$ cat src/rtl/cms_pkg.sv
// constants and types shared by the clock mode select block
`default_nettype none
package cms_pkg;
   // register offsets on the plain register port
   localparam logic [1:0] ADDR_CTRL1 = 2'h0;
   localparam logic [1:0] ADDR_CTRL2 = 2'h1;
   localparam logic [1:0] ADDR_STATUS = 2'h2;
   // field positions in the control registers
   localparam int CTRL1_HGO_BIT = 7;
   localparam int CTRL1_RANGE_BIT = 6;
   localparam int CTRL1_REFSEL_BIT = 5;
   localparam int CTRL1_MODE_HI = 4;
   localparam int CTRL1_MODE_LO = 3;
   localparam int CTRL2_MULT_HI = 6;
   localparam int CTRL2_MULT_LO = 4;
   localparam int CTRL2_DIV_HI = 2;
   localparam int CTRL2_DIV_LO = 0;
   // field positions in the status register
   localparam int STAT_MODE_LO = 0;
   localparam int STAT_EXT_STABLE_BIT = 2;
   localparam int STAT_DCO_STABLE_BIT = 3;
   localparam int STAT_SETTLED_BIT = 4;
   localparam int STAT_REF_LOCK_BIT = 5;
   // values after reset
   localparam logic [7:0] CTRL1_RESET = 8'h00;
   localparam logic [7:0] CTRL2_RESET = 8'h00;
   // comparison cycle lengths in reference periods
   localparam logic [7:0] INT_CYCLE_PERIODS = 8'h08;
   localparam logic [7:0] EXT_CYCLE_SHORT = 8'h02;
   localparam logic [7:0] EXT_CYCLE_LONG = 8'h80;
   // internal reference predivide and prescale shifts (64 = 1 << 6)
   localparam logic [15:0] INT_REF_DIV = 16'h0007;
   localparam int PRESCALE_LOW_SHIFT = 6;
   // fixed clock divide and least ratio for it
   localparam logic [8:0] FIXED_DIV = 9'h002;
   localparam int FIXED_MIN_RATIO_SHIFT = 2;
   // clock modes, same code for request and actual
   typedef enum logic [1:0] {
      MODE_SELF_CLOCKED = 2'b00,
      MODE_ENGAGED_INT = 2'b01,
      MODE_BYPASSED_EXT = 2'b10,
      MODE_ENGAGED_EXT = 2'b11
   } cms_mode_t;
   // tick source of a divider
   typedef enum logic [1:0] {
      SRC_NONE = 2'b00,
      SRC_DCO = 2'b01,
      SRC_EXT = 2'b10,
      SRC_BUS = 2'b11
   } cms_src_t;
endpackage
`default_nettype wire

$ cat src/rtl/cms_clock_mode.sv
// clock mode select, reference comparison and output clock divide
// What this block does
// software writes a two-bit mode request and reads the actual mode
// actual mode follows request only when stability flags allow it
// modes coded 00 self, 01 engaged int, 10 bypassed ext, 11 engaged ext
// actual mode never changes in the cycle of the request write
// first control write must pick crystal, else reference select locks 0
// self and engaged-int compare over 8 internal reference periods
// engaged-ext compares over 2 or 128 external periods by range
// engaged-ext outputs divide by 2R until first lock or relock
// self mode outputs oscillator over R, bypassed outputs external over R
// engaged-int frequency is internal over 7 times 64 times N over R
// engaged-ext frequency is external times P times N over R
// multiply code decodes to N of 4 through 18 in steps of 2
// divide code decodes to R of 1 through 128 in powers of 2
// fixed clock is external over 2 when ratio at least 4 and settled
// fixed clock stops in self and engaged-int modes
// peripherals do not use fixed clock in self or engaged-int modes
// high-gain oscillator chosen by its bit, only with external selected
// high-gain bit takes only the first write after reset
// external stable flag set when reference meets least frequency, and forced set in bypassed request without oscillator
// multiply or mode request change clears settled until relock
// settings pass two sync stages, output switches only at period wrap or while stopped, except a stop, which takes effect at once
// software keeps output times R under the oscillator maximum
//
// Added by the designer: strobed register access and the placing of the registers.
`default_nettype none
module cms_clock_mode #(
   parameter int MON_WINDOW = 256,
   parameter int EXT_MIN_EDGES = 2,
   parameter int DCO_MIN_COUNT = 1,
   parameter int LOCK_TOL = 2,
   parameter int LOCK_SAMPLES = 4
) (
   input wire logic core_clk,
   input wire logic reset_n,
   input wire logic [1:0] regAddr,
   input wire logic [7:0] regWrData,
   input wire logic regWrite,
   input wire logic regRead,
   output logic [7:0] regRdData,
   input wire logic extRefClock,
   input wire logic digOscClock,
   input wire logic intRefClock,
   input wire logic busClockInternal,
   output logic clockGenOutput,
   output logic fixedFreqClock,
   output logic oscAmpEnable,
   output logic highGainOsc,
   output cms_pkg::cms_mode_t modeActual,
   output logic extRefStableFlag,
   output logic digOscStableFlag,
   output logic fllSettledFlag
);
   import cms_pkg::*;

   // pin synchronisers, three flops each
   logic [2:0] extSync_reg, dcoSync_reg, intSync_reg;
   logic extTick, dcoTick, intTick;

   always_ff @(posedge core_clk or negedge reset_n) begin
      if (!reset_n) begin
         extSync_reg <= 3'h0;
         dcoSync_reg <= 3'h0;
         intSync_reg <= 3'h0;
      end else begin
         extSync_reg <= {extSync_reg[1:0], extRefClock};
         dcoSync_reg <= {dcoSync_reg[1:0], digOscClock};
         intSync_reg <= {intSync_reg[1:0], intRefClock};
      end
   end

   // rising edge once second stage is high and third still low
   assign extTick = extSync_reg[1] & ~extSync_reg[2];
   assign dcoTick = dcoSync_reg[1] & ~dcoSync_reg[2];
   assign intTick = intSync_reg[1] & ~intSync_reg[2];

   // software-visible control state
   logic hgo_reg, hgo_next;
   logic range_reg, range_next;
   logic refSel_reg, refSel_next;
   logic [1:0] modeReq_reg, modeReq_next;
   logic [2:0] mult_reg, mult_next;
   logic [2:0] div_reg, div_next;
   logic firstWr_reg, firstWr_next;
   logic refLock_reg, refLock_next;
   logic [7:0] rd_reg, rd_next;
   logic wrCtrl1;

   assign wrCtrl1 = regWrite && (regAddr == ADDR_CTRL1);

   // register writes and one-cycle-late read data
   always_comb begin
      hgo_next = hgo_reg;
      range_next = range_reg;
      refSel_next = refSel_reg;
      modeReq_next = modeReq_reg;
      mult_next = mult_reg;
      div_next = div_reg;
      firstWr_next = firstWr_reg;
      refLock_next = refLock_reg;
      rd_next = 8'h00;
      if (wrCtrl1) begin
         firstWr_next = 1'b1;
         range_next = regWrData[CTRL1_RANGE_BIT];
         modeReq_next = regWrData[CTRL1_MODE_HI:CTRL1_MODE_LO];
         if (!firstWr_reg) begin
            hgo_next = regWrData[CTRL1_HGO_BIT];
            // crystal must be asked for on the very first write
            if (!(regWrData[CTRL1_REFSEL_BIT] &&
                  regWrData[CTRL1_MODE_HI])) begin
               refLock_next = 1'b1;
            end
         end
         refSel_next = regWrData[CTRL1_REFSEL_BIT] & ~refLock_next;
      end
      if (regWrite && (regAddr == ADDR_CTRL2)) begin
         mult_next = regWrData[CTRL2_MULT_HI:CTRL2_MULT_LO];
         div_next = regWrData[CTRL2_DIV_HI:CTRL2_DIV_LO];
      end
      if (regRead) begin
         case (regAddr)
            ADDR_CTRL1: begin
               rd_next[CTRL1_HGO_BIT] = hgo_reg;
               rd_next[CTRL1_RANGE_BIT] = range_reg;
               rd_next[CTRL1_REFSEL_BIT] = refSel_reg;
               rd_next[CTRL1_MODE_HI:CTRL1_MODE_LO] = modeReq_reg;
            end
            ADDR_CTRL2: begin
               rd_next[CTRL2_MULT_HI:CTRL2_MULT_LO] = mult_reg;
               rd_next[CTRL2_DIV_HI:CTRL2_DIV_LO] = div_reg;
            end
            ADDR_STATUS: begin
               rd_next[STAT_MODE_LO+1:STAT_MODE_LO] = modeActual;
               rd_next[STAT_EXT_STABLE_BIT] = extRefStableFlag;
               rd_next[STAT_DCO_STABLE_BIT] = digOscStableFlag;
               rd_next[STAT_SETTLED_BIT] = fllSettledFlag;
               rd_next[STAT_REF_LOCK_BIT] = refLock_reg;
            end
            default: rd_next = 8'h00;
         endcase
      end
   end

   always_ff @(posedge core_clk or negedge reset_n) begin
      if (!reset_n) begin
         hgo_reg <= CTRL1_RESET[CTRL1_HGO_BIT];
         range_reg <= CTRL1_RESET[CTRL1_RANGE_BIT];
         refSel_reg <= CTRL1_RESET[CTRL1_REFSEL_BIT];
         modeReq_reg <= CTRL1_RESET[CTRL1_MODE_HI:CTRL1_MODE_LO];
         mult_reg <= CTRL2_RESET[CTRL2_MULT_HI:CTRL2_MULT_LO];
         div_reg <= CTRL2_RESET[CTRL2_DIV_HI:CTRL2_DIV_LO];
         firstWr_reg <= 1'b0;
         refLock_reg <= 1'b0;
         rd_reg <= 8'h00;
      end else begin
         hgo_reg <= hgo_next;
         range_reg <= range_next;
         refSel_reg <= refSel_next;
         modeReq_reg <= modeReq_next;
         mult_reg <= mult_next;
         div_reg <= div_next;
         firstWr_reg <= firstWr_next;
         refLock_reg <= refLock_next;
         rd_reg <= rd_next;
      end
   end

   assign regRdData = rd_reg;
   assign oscAmpEnable = refSel_reg;
   assign highGainOsc = hgo_reg & refSel_reg;

   // settings staged before the generator acts on them
   logic [8:0] stage1_reg, stage2_reg, prev_reg;
   logic [1:0] req;
   logic [2:0] mult, div;
   logic rangeS, multChanged, reqChanged;

   always_ff @(posedge core_clk or negedge reset_n) begin
      if (!reset_n) begin
         stage1_reg <= 9'h000;
         stage2_reg <= 9'h000;
         prev_reg <= 9'h000;
      end else begin
         stage1_reg <= {range_reg, modeReq_reg, mult_reg, div_reg};
         stage2_reg <= stage1_reg;
         prev_reg <= stage2_reg;
      end
   end

   assign {rangeS, req, mult, div} = stage2_reg;
   assign multChanged = stage2_reg[5:3] != prev_reg[5:3];
   assign reqChanged = stage2_reg[7:6] != prev_reg[7:6];

   // multiply and divide decode
   logic [4:0] nVal;
   logic [8:0] rVal;
   assign nVal = 5'd4 + {1'b0, mult, 1'b0};
   assign rVal = 9'h001 << div;

   // actual mode follows request under the stability conditions
   cms_mode_t mode_reg, mode_next;
   logic ext_ref_stable_flag_reg, ext_ref_stable_flag_next;
   logic dig_osc_stable_flag_reg, dig_osc_stable_flag_next;

   always_comb begin
      case (cms_mode_t'(req))
         MODE_SELF_CLOCKED: mode_next = MODE_SELF_CLOCKED;
         MODE_ENGAGED_INT:
            mode_next = dig_osc_stable_flag_reg ? MODE_ENGAGED_INT : MODE_SELF_CLOCKED;
         MODE_BYPASSED_EXT:
            mode_next = ext_ref_stable_flag_reg ? MODE_BYPASSED_EXT : MODE_SELF_CLOCKED;
         MODE_ENGAGED_EXT: begin
            if (!dig_osc_stable_flag_reg) begin
               mode_next = MODE_SELF_CLOCKED;
            end else if (!ext_ref_stable_flag_reg) begin
               mode_next = MODE_ENGAGED_INT;
            end else begin
               mode_next = MODE_ENGAGED_EXT;
            end
         end
         default: mode_next = MODE_SELF_CLOCKED;
      endcase
   end

   always_ff @(posedge core_clk or negedge reset_n) begin
      if (!reset_n) begin
         mode_reg <= MODE_SELF_CLOCKED;
      end else begin
         mode_reg <= mode_next;
      end
   end

   assign modeActual = mode_reg;

   // external reference monitor over a fixed window of core cycles
   logic [15:0] monCnt_reg, monCnt_next;
   logic [15:0] extEdges_reg, extEdges_next;
   logic monEnd;
   assign monEnd = monCnt_reg == 16'(MON_WINDOW - 1);

   always_comb begin
      monCnt_next = monEnd ? 16'h0000 : monCnt_reg + 16'h0001;
      extEdges_next = extEdges_reg;
      ext_ref_stable_flag_next = ext_ref_stable_flag_reg;
      if (monEnd) begin
         extEdges_next = 16'h0000;
      end else if (extTick && extEdges_reg != 16'hFFFF) begin
         extEdges_next = extEdges_reg + 16'h0001;
      end
      if (!req[1]) begin
         ext_ref_stable_flag_next = 1'b0; // not monitored, forced low
      end else if (req == MODE_BYPASSED_EXT && !refSel_reg) begin
         ext_ref_stable_flag_next = 1'b1; // external clock without oscillator
      end else if (monEnd) begin
         ext_ref_stable_flag_next = extEdges_reg >= 16'(EXT_MIN_EDGES);
      end
   end

   // comparison cycle: count oscillator ticks over reference periods
   logic [7:0] refCnt_reg, refCnt_next;
   logic [15:0] dcoCnt_reg, dcoCnt_next;
   logic [7:0] goodCnt_reg, goodCnt_next;
   logic settled_reg, settled_next;
   logic initDone_reg, initDone_next;
   logic refTick, cmpEnd, inWindow;
   logic [7:0] cycleLen;
   logic [15:0] target, diff;
   logic engaged, ext;

   assign ext = mode_reg == MODE_ENGAGED_EXT;
   assign engaged = ext || mode_reg == MODE_ENGAGED_INT;
   assign refTick = ext ? extTick : intTick;
   assign cycleLen = ext ? (rangeS ? EXT_CYCLE_LONG : EXT_CYCLE_SHORT)
                         : INT_CYCLE_PERIODS;
   assign cmpEnd = refTick && (refCnt_reg + 8'h01 >= cycleLen);
   // expected count: 128N external, 512N/7 internal
   assign target = ext ? {4'h0, nVal, 7'h00}
                       : {2'h0, nVal, 9'h000} / INT_REF_DIV;
   assign diff = (dcoCnt_reg > target) ? dcoCnt_reg - target
                                       : target - dcoCnt_reg;
   assign inWindow = diff <= 16'(LOCK_TOL);

   always_comb begin
      refCnt_next = refCnt_reg;
      dcoCnt_next = dcoCnt_reg;
      goodCnt_next = goodCnt_reg;
      settled_next = settled_reg;
      initDone_next = initDone_reg;
      dig_osc_stable_flag_next = dig_osc_stable_flag_reg;
      if (dcoTick && dcoCnt_reg != 16'hFFFF) begin
         dcoCnt_next = dcoCnt_reg + 16'h0001;
      end
      if (refTick) begin
         refCnt_next = refCnt_reg + 8'h01;
      end
      if (cmpEnd) begin
         refCnt_next = 8'h00;
         dcoCnt_next = {15'h0000, dcoTick};
         dig_osc_stable_flag_next = dcoCnt_reg >= 16'(DCO_MIN_COUNT);
         if (engaged && inWindow) begin
            if (goodCnt_reg + 8'h01 >= 8'(LOCK_SAMPLES)) begin
               settled_next = 1'b1;
            end else begin
               goodCnt_next = goodCnt_reg + 8'h01;
            end
         end else begin
            goodCnt_next = 8'h00;
            settled_next = 1'b0; // unexpected loss
         end
      end
      if (settled_next && ext) begin
         initDone_next = 1'b1;
      end
      // expected loss of lock restarts the comparisons
      if (multChanged || reqChanged || mode_next != mode_reg) begin
         refCnt_next = 8'h00;
         dcoCnt_next = 16'h0000;
         goodCnt_next = 8'h00;
         settled_next = 1'b0;
      end
      // unengaged modes still compare, for the oscillator flag only
      if (!engaged) begin
         goodCnt_next = 8'h00;
         settled_next = 1'b0;
      end
      if (multChanged || !ext) begin
         initDone_next = 1'b0;
      end
   end

   always_ff @(posedge core_clk or negedge reset_n) begin
      if (!reset_n) begin
         monCnt_reg <= 16'h0000;
         extEdges_reg <= 16'h0000;
         ext_ref_stable_flag_reg <= 1'b0;
         refCnt_reg <= 8'h00;
         dcoCnt_reg <= 16'h0000;
         goodCnt_reg <= 8'h00;
         settled_reg <= 1'b0;
         initDone_reg <= 1'b0;
         dig_osc_stable_flag_reg <= 1'b0;
      end else begin
         monCnt_reg <= monCnt_next;
         extEdges_reg <= extEdges_next;
         ext_ref_stable_flag_reg <= ext_ref_stable_flag_next;
         refCnt_reg <= refCnt_next;
         dcoCnt_reg <= dcoCnt_next;
         goodCnt_reg <= goodCnt_next;
         settled_reg <= settled_next;
         initDone_reg <= initDone_next;
         dig_osc_stable_flag_reg <= dig_osc_stable_flag_next;
      end
   end

   assign extRefStableFlag = ext_ref_stable_flag_reg;
   assign digOscStableFlag = dig_osc_stable_flag_reg;
   assign fllSettledFlag = settled_reg;

   // output clock source and divisor
   cms_src_t outSrc, fixSrc;
   logic [8:0] outDiv, fixDiv;
   logic [10:0] pn;
   logic [10:0] fourR;
   logic ratioOk;

   assign pn = rangeS ? {6'h00, nVal}
                      : {nVal, 6'h00}; // P of 1 or 64
   assign fourR = {rVal, 2'b00} >> (2 - FIXED_MIN_RATIO_SHIFT);
   assign ratioOk = pn >= fourR;

   always_comb begin
      outSrc = (mode_reg == MODE_BYPASSED_EXT) ? SRC_EXT : SRC_DCO;
      outDiv = (ext && !initDone_reg) ? {rVal[7:0], 1'b0} : rVal;
      if (mode_reg == MODE_ENGAGED_EXT && ratioOk && settled_reg) begin
         fixSrc = SRC_EXT;
         fixDiv = FIXED_DIV;
      end else if (!mode_reg[1]) begin
         fixSrc = SRC_NONE;
         fixDiv = 9'h001;
      end else begin
         fixSrc = SRC_BUS;
         fixDiv = 9'h001;
      end
   end

   // main output clock, oscillator or external ticks over R, or over 2R in engaged-ext before lock
   cms_tick_divider #(.W(9)) outDivider (
      .core_clk(core_clk),
      .reset_n(reset_n),
      .tickDco(dcoTick),
      .tickExt(extTick),
      .tickBus(1'b0),
      .srcSel(outSrc),
      .divisor(outDiv),
      .pulseOut(clockGenOutput)
   );

   // fixed frequency clock for peripherals
   cms_tick_divider #(.W(9)) fixDivider (
      .core_clk(core_clk),
      .reset_n(reset_n),
      .tickDco(1'b0),
      .tickExt(extTick),
      .tickBus(busClockInternal),
      .srcSel(fixSrc),
      .divisor(fixDiv),
      .pulseOut(fixedFreqClock)
   );
endmodule
`default_nettype wire

$ cat src/rtl/cms_tick_divider.sv
// glitch-free tick divider, source and divisor change only at wrap or while stopped, except a stop, which takes effect at once
`default_nettype none
module cms_tick_divider #(
   parameter int W = 9
) (
   input wire logic core_clk,
   input wire logic reset_n,
   input wire logic tickDco,
   input wire logic tickExt,
   input wire logic tickBus,
   input wire cms_pkg::cms_src_t srcSel,
   input wire logic [W-1:0] divisor,
   output logic pulseOut
);
   import cms_pkg::*;

   cms_src_t curSrc_reg, curSrc_next;
   logic [W-1:0] curDiv_reg, curDiv_next;
   logic [W-1:0] cnt_reg, cnt_next;
   logic pulse_reg, pulse_next;
   logic tick;
   cms_src_t src;
   logic [W-1:0] dv;

   // count source ticks, take new settings only at the end of a period or while stopped
   always_comb begin
      src = (curSrc_reg == SRC_NONE) ? srcSel : curSrc_reg;
      dv = (curSrc_reg == SRC_NONE) ? divisor : curDiv_reg;
      curSrc_next = src;
      curDiv_next = dv;
      cnt_next = cnt_reg;
      pulse_next = 1'b0;
      case (src)
         SRC_DCO: tick = tickDco;
         SRC_EXT: tick = tickExt;
         SRC_BUS: tick = tickBus;
         default: tick = 1'b0;
      endcase
      if (tick) begin
         if (cnt_reg + 1'b1 >= dv) begin
            pulse_next = 1'b1;
            cnt_next = '0;
            curSrc_next = srcSel;
            curDiv_next = divisor;
         end else begin
            cnt_next = cnt_reg + 1'b1;
         end
      end
      // a stop halts at once, no late pulse
      if (srcSel == SRC_NONE) begin
         curSrc_next = SRC_NONE;
         cnt_next = '0;
         pulse_next = 1'b0;
      end
   end

   always_ff @(posedge core_clk or negedge reset_n) begin
      if (!reset_n) begin
         curSrc_reg <= SRC_NONE;
         curDiv_reg <= '0;
         cnt_reg <= '0;
         pulse_reg <= 1'b0;
      end else begin
         curSrc_reg <= curSrc_next;
         curDiv_reg <= curDiv_next;
         cnt_reg <= cnt_next;
         pulse_reg <= pulse_next;
      end
   end

   assign pulseOut = pulse_reg;
endmodule
`default_nettype wire

$ cat config.mk
export PLATFORM = sky130hd
export DESIGN_NAME = cms_clock_mode
export DESIGN_NICKNAME = d
export VERILOG_FILES = /design/src/rtl/cms_pkg.sv /design/src/rtl/cms_clock_mode.sv /design/src/rtl/cms_tick_divider.sv
export SDC_FILE = /design/constraint.sdc
export NUM_CORES = 1
export LEC_CHECK = 0
export BUFFER_PORTS_ARGS = -buffer_cell sky130_fd_sc_hd__buf_4
export CORE_UTILIZATION = 25
export DETAILED_ROUTE_END_ITERATION = 6
export SLEW_MARGIN = 20
export SYNTH_ARGS = -nofsm -noshare
export SYNTH_HDL_FRONTEND = slang
export SYNTH_SLANG_ARGS = --single-unit
$ cat constraint.sdc
create_clock -name core_clk -period 13.09 [get_ports core_clk]
set_input_delay 3.927 -clock core_clk [delete_from_list [all_inputs] [get_ports core_clk]]
set_output_delay 3.927 -clock core_clk [all_outputs]
set_load 0.03 [all_outputs]
### Yosys cells after proc, flatten, opt, wreduce, memory -nomap -nowiden

Index checks and enable logic that the tools add are counted.

| storage, ports and cells | value |
|---|---|
| bits in registers | 168 |
| latch bits | 0 |
| RAM bits | 0 |
| memory bits (read-only) | 0 |
| input port bits | 18 |
| output and inout bits | 17 |
| word-level logic and storage cells | 195 |
| memories | 0 |

| cells by class | value |
|---|---|
| add/subtract/negate cells | 10 |
| $mul | 0 |
| div/mod/pow operators | 1 |
| order comparisons | 9 |
| equality and inequality tests | 21 |
| shifts and indexed selects | 1 |
| mux-type cells | 77 |
| bitwise operators | 10 |
| reductions and logical operators | 33 |

Operators with widths:

| kind | count |
|---|---|
| 2-to-1 mux 16 bit | 8 |
| 2-to-1 mux 9 bit | 13 |
| 2-to-1 mux 8 bit | 11 |
| adder 16 x 1 -> 16 bit, second input constant | 3 |
| != test 16 bit, second input constant | 2 |
| subtractor 16 bit | 2 |
| 2-to-1 mux 2 bit | 15 |
| 2-to-1 mux 1 bit | 22 |
| adder 9 x 1 -> 9 bit, second input constant | 2 |
| >= comparator 9 bit | 2 |
| adder 8 x 1 -> 8 bit, second input constant | 2 |
| divider 14 x 3 -> 16 bit, second input constant | 1 |
| == test 16 x 8 -> 1 bit, second input constant | 1 |
| == test 2 bit, second input constant | 8 |
| >= comparator 16 x 1 -> 1 bit, second input constant | 1 |
| >= comparator 16 x 2 -> 1 bit, second input constant | 1 |
| > comparator 16 bit | 1 |
| less-or-equal comparator 16 x 2 -> 1 bit, second input constant | 1 |
| logical AND 1 bit | 12 |
| zero test 2 bit | 6 |
| >= comparator 11 bit | 1 |
| 2-to-1 mux 11 bit | 1 |
| << shifter 1 x 3 -> 9 bit, first input constant | 1 |
| == test 2 x 1 -> 1 bit, second input constant | 4 |
| 19 further kinds | 41 |

### Logic depth before layout (Yosys ltp)

Gate-level depths: netlist (run 1).

| logic depth | value |
|---|---|
| word-level depth | 12 |
| depth in mapped cells | 54 |
| gate-level depth less buffers | 51 |

### Hierarchy

A second synthesis (run 1) with hierarchy kept.

| unflattened totals | value |
|---|---|
| cells, all modules | 1260 |
| area, all modules | 11333.4 um^2 |

By module, submodules not included:

| module | instances | cells each | area each (um^2) | sequential area each (um^2) |
|---|---|---|---|---|
| cms_clock_mode | 1 | 958 | 8553.2 | 3078.0 |
| cms_tick_divider | 2 | 151 | 1390.1 | 525.5 |

### Worst setup path before layout (run 1)

OpenSTA, ideal clock, no wires.

| path | value |
|---|---|
| path kind | flip-flop to flip-flop |
| from | register stage2_reg[4] |
| to | register goodCnt_reg[2] |
| library setup time | 0.067 ns |
| arrival time | 11.029 ns |
| data required time | 13.023 ns |
| path slack | 1.994 ns |
| cell stages (with the launch flop) | 52 |
| path buffers | 3 |
| clock period less this slack | 11.096 ns |
| cells stage by stage | dfrtp_1 -> inv_1 -> ha_1 -> fa_1 -> nand2b_1 -> o221a_2 -> nor2_4 -> nand2_1 -> buf_2 -> nand2_1 -> ha_1 -> inv_1 -> a31o_1 -> a221o_1 -> nand2_2 -> nand2_1 -> ha_1 -> clkbuf_1 -> [16 not listed] -> ha_1 -> inv_1 -> fa_1 -> a21oi_1 -> o21bai_1 -> a221oi_1 -> a211oi_1 -> a2111oi_0 -> o311ai_1 -> a41oi_1 -> o221ai_1 -> a21o_1 -> a221oi_1 -> mux2_2 -> nor4_1 -> nand2b_1 -> o21ai_1 -> and3_1 |

| between the ends | value |
|---|---|
| longest elaborated chain between the ends | 11 |
| elaborated cells on any way between the ends | 19 |
| classes of those cells | add/sub: 3; div: 1; order compare: 2; eq/ne: 3; mux: 6; reduce/logical: 4 |

RTL lines:

| element | line | text |
|---|---|---|
| from (decl) | cms_clock_mode.sv:174 | `logic [8:0] stage1_reg, stage2_reg, prev_reg;` |
| from (signal assigned) | cms_clock_mode.sv:186 | `stage2_reg <= stage1_reg;` |
| adder 3 x 4 -> 5 bit | cms_clock_mode.sv:198 | `assign nVal = 5'd4 + {1'b0, mult, 1'b0};` |
| divider 14 x 3 -> 16 bit | cms_clock_mode.sv:279 | `: {2'h0, nVal, 9'h000} / INT_REF_DIV;` |
| 2-to-1 mux 16 bit | cms_clock_mode.sv:278 | `assign target = ext ? {4'h0, nVal, 7'h00}` |
| subtractor 16 bit (tied with other cells) | cms_clock_mode.sv:281 | `: target - dcoCnt_reg;` |
| 2-to-1 mux 16 bit | cms_clock_mode.sv:280 | `assign diff = (dcoCnt_reg > target) ? dcoCnt_reg - target` |
| less-or-equal comparator 16 x 2 -> 1 bit | cms_clock_mode.sv:282 | `assign inWindow = diff <= 16'(LOCK_TOL);` |
| logical AND 1 bit | cms_clock_mode.sv:301 | `if (engaged && inWindow) begin` |
| 2-to-1 mux 8 bit | cms_clock_mode.sv:301 |  |
| 2-to-1 mux 8 bit | cms_clock_mode.sv:297 | `if (cmpEnd) begin` |
| 2-to-1 mux 8 bit | cms_clock_mode.sv:316 | `if (multChanged \|\| reqChanged \|\| mode_next != mode_reg) begin` |
| 2-to-1 mux 8 bit | cms_clock_mode.sv:323 | `if (!engaged) begin` |
| to (signal assigned) | cms_clock_mode.sv:349 | `goodCnt_reg <= goodCnt_next;` |
| to (decl) | cms_clock_mode.sv:263 | `logic [7:0] goodCnt_reg, goodCnt_next;` |

Parallel ways exist; a longest one is shown, timed or not. The select of a mux whose other input is x is not followed.
A chain may end at the register's enable or synchronous reset.

### Worst setup path after layout (run 1)

| path | value |
|---|---|
| from | register stage2_reg[4] |
| to | register goodCnt_reg[7] |

The elaborated chain is that of the path after synthesis.

==> out/qor.yml, run 1 <==
sta:
  layout_setup_ws_ns: 0.993
  fmax_mhz: 82.7
  timing.hold.ws_ns: 0.349
  slew-limit-headroom_pct: 35.1
  setup_violations: 0
  fin_crit_sh_pct: 92.4
  hold_viol_final: 0
  fin_tns_setup_ns: 0
  clock_skew_ns: 0.00976
  slew_violations: 0
  rsz0062_at_grt: "no"
  tightest_slew_ns: 0.949
  fin_crit_ns: 12.10
worst_setup_path:
  critPathMaxFanout: 12
  reg2reg_to: "goodCnt_reg[7]"
  required_ns: 13.45
  reg2reg_from: "stage2_reg[4]"
  endpoint_kind: "flop"
  cpMaxStageDelayCell: "dfrtp_2"
  ff2ff_setup_slack_ns: 0.99
  crit_path_start_kind: "flop"
  critPathArrivalTime_ns: 12.46
  worst_path_most_repeated_cell: "ha_1"
  critPathKind: "reg -> reg"
  reg2reg_depth: 48
  crit_path_max_incr_delay_ns: 0.49
power_and_ir_drop:
  power.density_nw_per_um2: 186
  pwr-share-comb_pct: 52.2
  finalPower_mw: 2.37
  ir_worst_vdd_uv: 91.9
  clkPwrFrac_pct: 22.1
  leakagePower_nw: 5.60
  p_sw_mw: 1.02
  switching_share_pct: 42.9
  internal_power_mw: 1.35
  seqPwrFrac_pct: 25.7
floorplan:
  ioPinCount: 35
  start_util_pct: 25.4
  row_count: 77
  core_um2: 44300
  die_h_um: 214
  dieWidth_um: 214
  fp.dieArea_um2: 45800
cells_and_area:
  syn_to_final_growth_pct: 13.6
  layout_common_cells: "dfrtp_1 (164), nand2_1 (127), nor2_1 (112)"
  final_common_cell: "dfrtp_1"
  nNetsFinal: 1359
  drive_gt1_share_pct: 11.5
  n_antenna_cell: 0
  design_area_um2: 12800
  n_fill_cell: 4735
  finalCoreUtilization_pct: 28.8
  fin_cells: 1863
routing:
  drcViolationCount: 0
  first_iter_violations: 650
  wire_per_inst_um: 13.6
  antenna_left: 0
  drt-vias-per-instance: 4.82
  vias: 8984
  wl_mm: 25.3
  drt_first_pass_iters: 5
global_routing:
  met3_usage_pct: 1.77
  gr-max-usage-layer: "met2"
  antenna_found_initial: 0
  grt_usage_pct: 11.2
  grt_pass1_vias: 8932
  grt_util_met1_pct: 14.8
  grt_max_degree: 90
  grt_pass1_wl_mm: 43.3
  use_met2_pct: 18.8
  grt_overflow_total: 0
yosys:
  synth_enable_flop_cells: 0
  synth_area_um2: 11200
  ys.flop_type: "dfrtp_1"
  synth-seq-cells: 165
  synth_cell_types: 97
  yosys_warnings: 0
  syn_nets: 1340
  syn_avg_cell_area_um2: 9.07
  synth-seq-area-share_pct: 36.7
  async_flop_share_pct: 100
  syn_inst: 1239
clocking:
  ctsLongestPathBuffers: 2
  hold_buffers: 0
  clk_latency_ns: 0.43
  cts_resized: 0
  cts-htree-levels: 4
  clk_pin_slew_ns: 0.07
  post-cts-setup-buffers: 0
  cts_tree: "built"
  cts_sinks: 165
  cts_buffers: 17
  cts_root_buf: "clkbuf_16"
hold_path:
  min_from: "stage1_reg[1]"
  min_path_cells: 0
  hp-class: "reg -> reg"
  min_to: "stage2_reg[1]"
placed_design:
  gp_congestion: 0.906
  dpl.hpwl_mm: 18.9
  dp_cells: 1831
  io_buffer_count: 34
  place_area_um2: 12100
  pre_cts_ws_ns: 0.461
outcome:
  status: "finished, final reports clean"
run:
  cap_viol_max_count: 0
-- metal layers --
metal  part of all wire (%)  vias to the layer above
li1                       -                     4464
met1                     48                     4341
met2                     48                      157
met3                    3.1                       22
met4                   0.97                        0
met5                      0                        -
-- worst max-delay path, delay by kind of cell (launching register included) --
| kind | cells | cell delay [ns] |
|---|---|---|
| flip-flops | 1 | 0.49 |
| buffers and inverters | 3 | 0.34 |
| AND/OR/NAND/NOR | 15 | 2.98 |
| AO/OA/AOI/OAI | 20 | 5.04 |
| adder cells (fa/ha/maj) | 7 | 2.42 |
| XOR/XNOR | 1 | 0.16 |
| multiplexers | 2 | 0.54 |
-- logic make-up after synthesis --
group,Yosys count,share of synthesized area [%]
and+or+nand+nor,472,21.0
AOI/OAI and AO/OA,292,19.0
DFF,165,36.7
buffers and inverters,105,3.72
xor gates and xnor gates,86,6.70
adders and majority gates,83,9.44
muxes,36,3.41
-- cell type report --
cell class	instances	area, µm²	area share [%]
Tap cell	592	741	5.80
Timing Repair Buffer	39	297	2.32
Clock inverter	15	190	1.49
Inverter	66	250	1.96
Multi-Input combinational cell	969	6730	52.7
Clock buffer	17	425	3.33
Sequential cell	165	4130	32.4
-- how the worst max path moves through the flow --
stage                  start             end  depth (start not counted)
2_1_floorplan  stage2_reg[4]  goodCnt_reg[2]                         51
3_3_place_gp   stage2_reg[4]  goodCnt_reg[5]                         48
3_5_place_dp   stage2_reg[4]  goodCnt_reg[7]                         48
4_1_cts        stage2_reg[4]  goodCnt_reg[5]                         48
5_1_grt        stage2_reg[4]  goodCnt_reg[4]                         48
6_report       stage2_reg[4]  goodCnt_reg[7]                         48
-- synthesized netlist by cell type, types with 9 or more instances --
cell type    n  area share, %
a21o_1      22            1.5
a21oi_1     63            2.8
a22o_1       9           0.70
a31oi_1      9           0.50
and2_1      10           0.56
and3_1      32            1.8
clkbuf_1    30            1.0
dfrtp_1    165             37
ha_1        80            8.9
inv_1       60            2.0
mux2_2      18            1.8
mux2i_1     18            1.6
nand2_1    128            4.3
nand2b_1    30            1.7
nand3_1     43            1.9
nand4_1     12           0.67
nor2_1     113            3.8
nor2b_1     18            1.0
nor3_1      25            1.1
nor4_1      12           0.67
o21ai_0     58            2.6
o21bai_1    11           0.73
or2_2        9           0.50
or3_1        9           0.50
xnor2_1     57            4.4
xor2_1      29            2.3
-- power by group through the flow --
| stage | registers [mW] | clock network (mW) | logic (mW) |
|---|---|---|---|
| after floorplan | 0.610 | 0 | 0.973 |
| after global placement | 0.617 | 0 | 1.20 |
| after detailed placement | 0.619 | 0 | 1.21 |
| after CTS | 0.609 | 0.542 | 1.22 |
| after global routing | 0.617 | 0.561 | 1.36 |
| final | 0.609 | 0.525 | 1.24 |
(Power assumes the default switching activity.)
==> run 2: changes to the inputs <==
--- a/config.mk
+++ b/config.mk
@@ -6,6 +6,7 @@
 export NUM_CORES = 1
 export LEC_CHECK = 0
 export BUFFER_PORTS_ARGS = -buffer_cell sky130_fd_sc_hd__buf_4
+export CORE_ASPECT_RATIO = 0.6
 export CORE_UTILIZATION = 25
 export DETAILED_ROUTE_END_ITERATION = 6
 export SLEW_MARGIN = 20
==> out/qor.yml, run 2 (synthesized netlist as in run 1, its figures left out) <==
worst_setup_path:
  crit_path_max_incr_delay_ns: 0.59  # was 0.49 ns
  ff2ff_setup_slack_ns: 0.91  # was 0.99 ns
  worst_path_most_repeated_cell: "ha_1"  # unchanged
  critPathMaxFanout: 12  # unchanged
  reg2reg_from: "stage2_reg[4]"  # unchanged
  endpoint_kind: "flop"  # unchanged
  reg2reg_to: "goodCnt_reg[3]"  # was goodCnt_reg[7]
  required_ns: 13.46  # was 13.45 ns
  cpMaxStageDelayCell: "or4_1"  # was dfrtp_2
  critPathArrivalTime_ns: 12.55  # was 12.46 ns
  crit_path_start_kind: "flop"  # unchanged
  reg2reg_depth: 48  # unchanged
  critPathKind: "reg -> reg"  # unchanged
sta:
  fmax_mhz: 82.1  # was 82.7 MHz
  slew-limit-headroom_pct: 30.6  # was 35.1%
  setup_violations: 0  # unchanged
  hold_viol_final: 0  # unchanged
  tightest_slew_ns: 1.03  # was 0.949 ns
  layout_setup_ws_ns: 0.912  # was 0.993 ns
  slew_violations: 0  # unchanged
  timing.hold.ws_ns: 0.347  # was 0.349 ns
  fin_crit_ns: 12.18  # was 12.10 ns
  fin_tns_setup_ns: 0  # unchanged
  fin_crit_sh_pct: 93.0  # was 92.4%
  clock_skew_ns: 0.0140  # was 0.00976 ns
global_routing:
  grt_pass1_wl_mm: 46.1  # was 43.3 mm
  grt_overflow_total: 0  # unchanged
  antenna_found_initial: 0  # unchanged
  grt_pass1_vias: 8624  # was 8,932
  grt_max_degree: 91  # was 90
  grt_usage_pct: 12.5  # was 11.2%
clocking:
  clk_pin_slew_ns: 0.06  # was 0.07 ns
  cts_sinks: 165  # unchanged
  cts_tree: "built"  # unchanged
  hold_buffers: 0  # unchanged
  ctsLongestPathBuffers: 2  # unchanged
  cts_buffers: 17  # unchanged
  cts_root_buf: "clkbuf_16"  # unchanged
  cts-htree-levels: 4  # unchanged
  clk_latency_ns: 0.44  # was 0.43 ns
cells_and_area:
  final_common_cell: "dfrtp_1"  # unchanged
  finalCoreUtilization_pct: 29.1  # was 28.8%
  layout_common_cells: "dfrtp_1 (164), nand2_1 (127), nor2_1 (112)"  # unchanged
  nNetsFinal: 1361  # was 1,359
  syn_to_final_growth_pct: 13.5  # was 13.6%
  design_area_um2: 12800  # about the same
  n_fill_cell: 4606  # was 4,735
  drive_gt1_share_pct: 11.5  # about the same
  fin_cells: 1852  # was 1,863
  n_antenna_cell: 0  # unchanged
routing:
  first_iter_violations: 664  # was 650
  antenna_left: 0  # unchanged
  drt-vias-per-instance: 4.88  # was 4.82
  vias: 9038  # was 8,984
  wl_mm: 28.1  # was 25.3 mm
  drt_first_pass_iters: 5  # unchanged
  drcViolationCount: 0  # unchanged
  wire_per_inst_um: 15.2  # was 13.6 µm
hold_path:
  min_to: "stage2_reg[8]"  # was stage2_reg[1]
  hp-class: "reg -> reg"  # unchanged
  min_path_cells: 0  # unchanged
  min_from: "stage1_reg[8]"  # was stage1_reg[1]
power_and_ir_drop:
  clkPwrFrac_pct: 21.6  # was 22.1%
  leakagePower_nw: 5.61  # was 5.60 nW
  ir_worst_vdd_uv: 88.4  # was 91.9 µV
  pwr-share-comb_pct: 52.8  # was 52.2%
  seqPwrFrac_pct: 25.5  # was 25.7%
  internal_power_mw: 1.35  # about the same
  finalPower_mw: 2.39  # was 2.37 mW
  switching_share_pct: 43.6  # was 42.9%
  power.density_nw_per_um2: 188  # was 186 nW/µm²
  p_sw_mw: 1.04  # was 1.02 mW
floorplan:
  start_util_pct: 25.6  # was 25.4%
  ioPinCount: 35  # unchanged
  die_h_um: 166  # was 214 µm
  core_um2: 43800  # was 44,300 µm²
  fp.dieArea_um2: 45800  # about the same
  dieWidth_um: 276  # was 214 µm
  row_count: 59  # was 77
run:
  cap_viol_max_count: 0  # unchanged
placed_design:
  io_buffer_count: 34  # unchanged
  dp_cells: 1815  # was 1,831
  gp_congestion: 0.914  # was 0.906
  pre_cts_ws_ns: 0.214  # was 0.461 ns
  dpl.hpwl_mm: 21.3  # was 18.9 mm
  place_area_um2: 12100  # about the same
outcome:
  status: "finished, final reports clean"  # unchanged
[run 2: cell count changes in the layout (fill, tap and decap cells not counted), moves of 2 or more]
cell / delta
inv_8: -2
clkinv_2: -2
buf_4: +2
clkinv_4: +2
clkbuf_8: +3
[run 2: what timing repair did]
action / 4_1_cts / 5_1_grt
gates resized for setup: 0 / 11
setup buffers: 0 / 5
endpoints found under the setup margin: 0 / 10
[run 2: critical path, delay by kind of cell (launching register included)]
family / cells / cell delay (ns)
flops: 1 / 0.46
fa+ha+maj: 8 / 2.42
buf+inv: 3 / 0.33
mux: 1 / 0.37
simple gates: 14 / 3.12
compound gates: 22 / 5.40
[run 2: layout make-up]
class	count	area (µm²)	area share [%]
multi-input cells	969	6730	52.8
flip-flops and latches	165	4130	32.4
well taps	579	724	5.68
clock buffers	21	470	3.69
repair buffers	41	312	2.44
inverters	66	250	1.96
clock inverters	11	138	1.08
[run 2: power by group through the flow]
stage,combinational [mW],clock (mW),sequential [mW]
3_3_place_gp,1.23,0,0.619
2_1_floorplan,0.973,0,0.610
3_5_place_dp,1.23,0,0.621
6_report,1.26,0.517,0.611
4_1_cts,1.23,0.531,0.611
5_1_grt,1.38,0.552,0.620
[run 2: worst max path at each step]
stage,from,end,slack [ns],depth (start not counted)
after CTS,stage2_reg[4],goodCnt_reg[3],0.18,48
after global placement,stage2_reg[4],goodCnt_reg[4],0.84,48
after floorplan,stage2_reg[4],goodCnt_reg[2],1.99,51
final,stage2_reg[4],goodCnt_reg[3],0.91,48
after detailed placement,stage2_reg[4],goodCnt_reg[3],0.21,48
after global routing,stage2_reg[5],goodCnt_reg[6],-0.003,48
[run 2: per-layer routing]
metal | track usage (%) | wire length [µm] | vias to the layer above
met5 | 0 | 0 | -
met3 | 3.05 | 1670 | 18
met1 | 19.7 | 15100 | 4329
met4 | 2.48 | 250 | 0
met2 | 16.7 | 11100 | 232
li1 | - | - | 4459
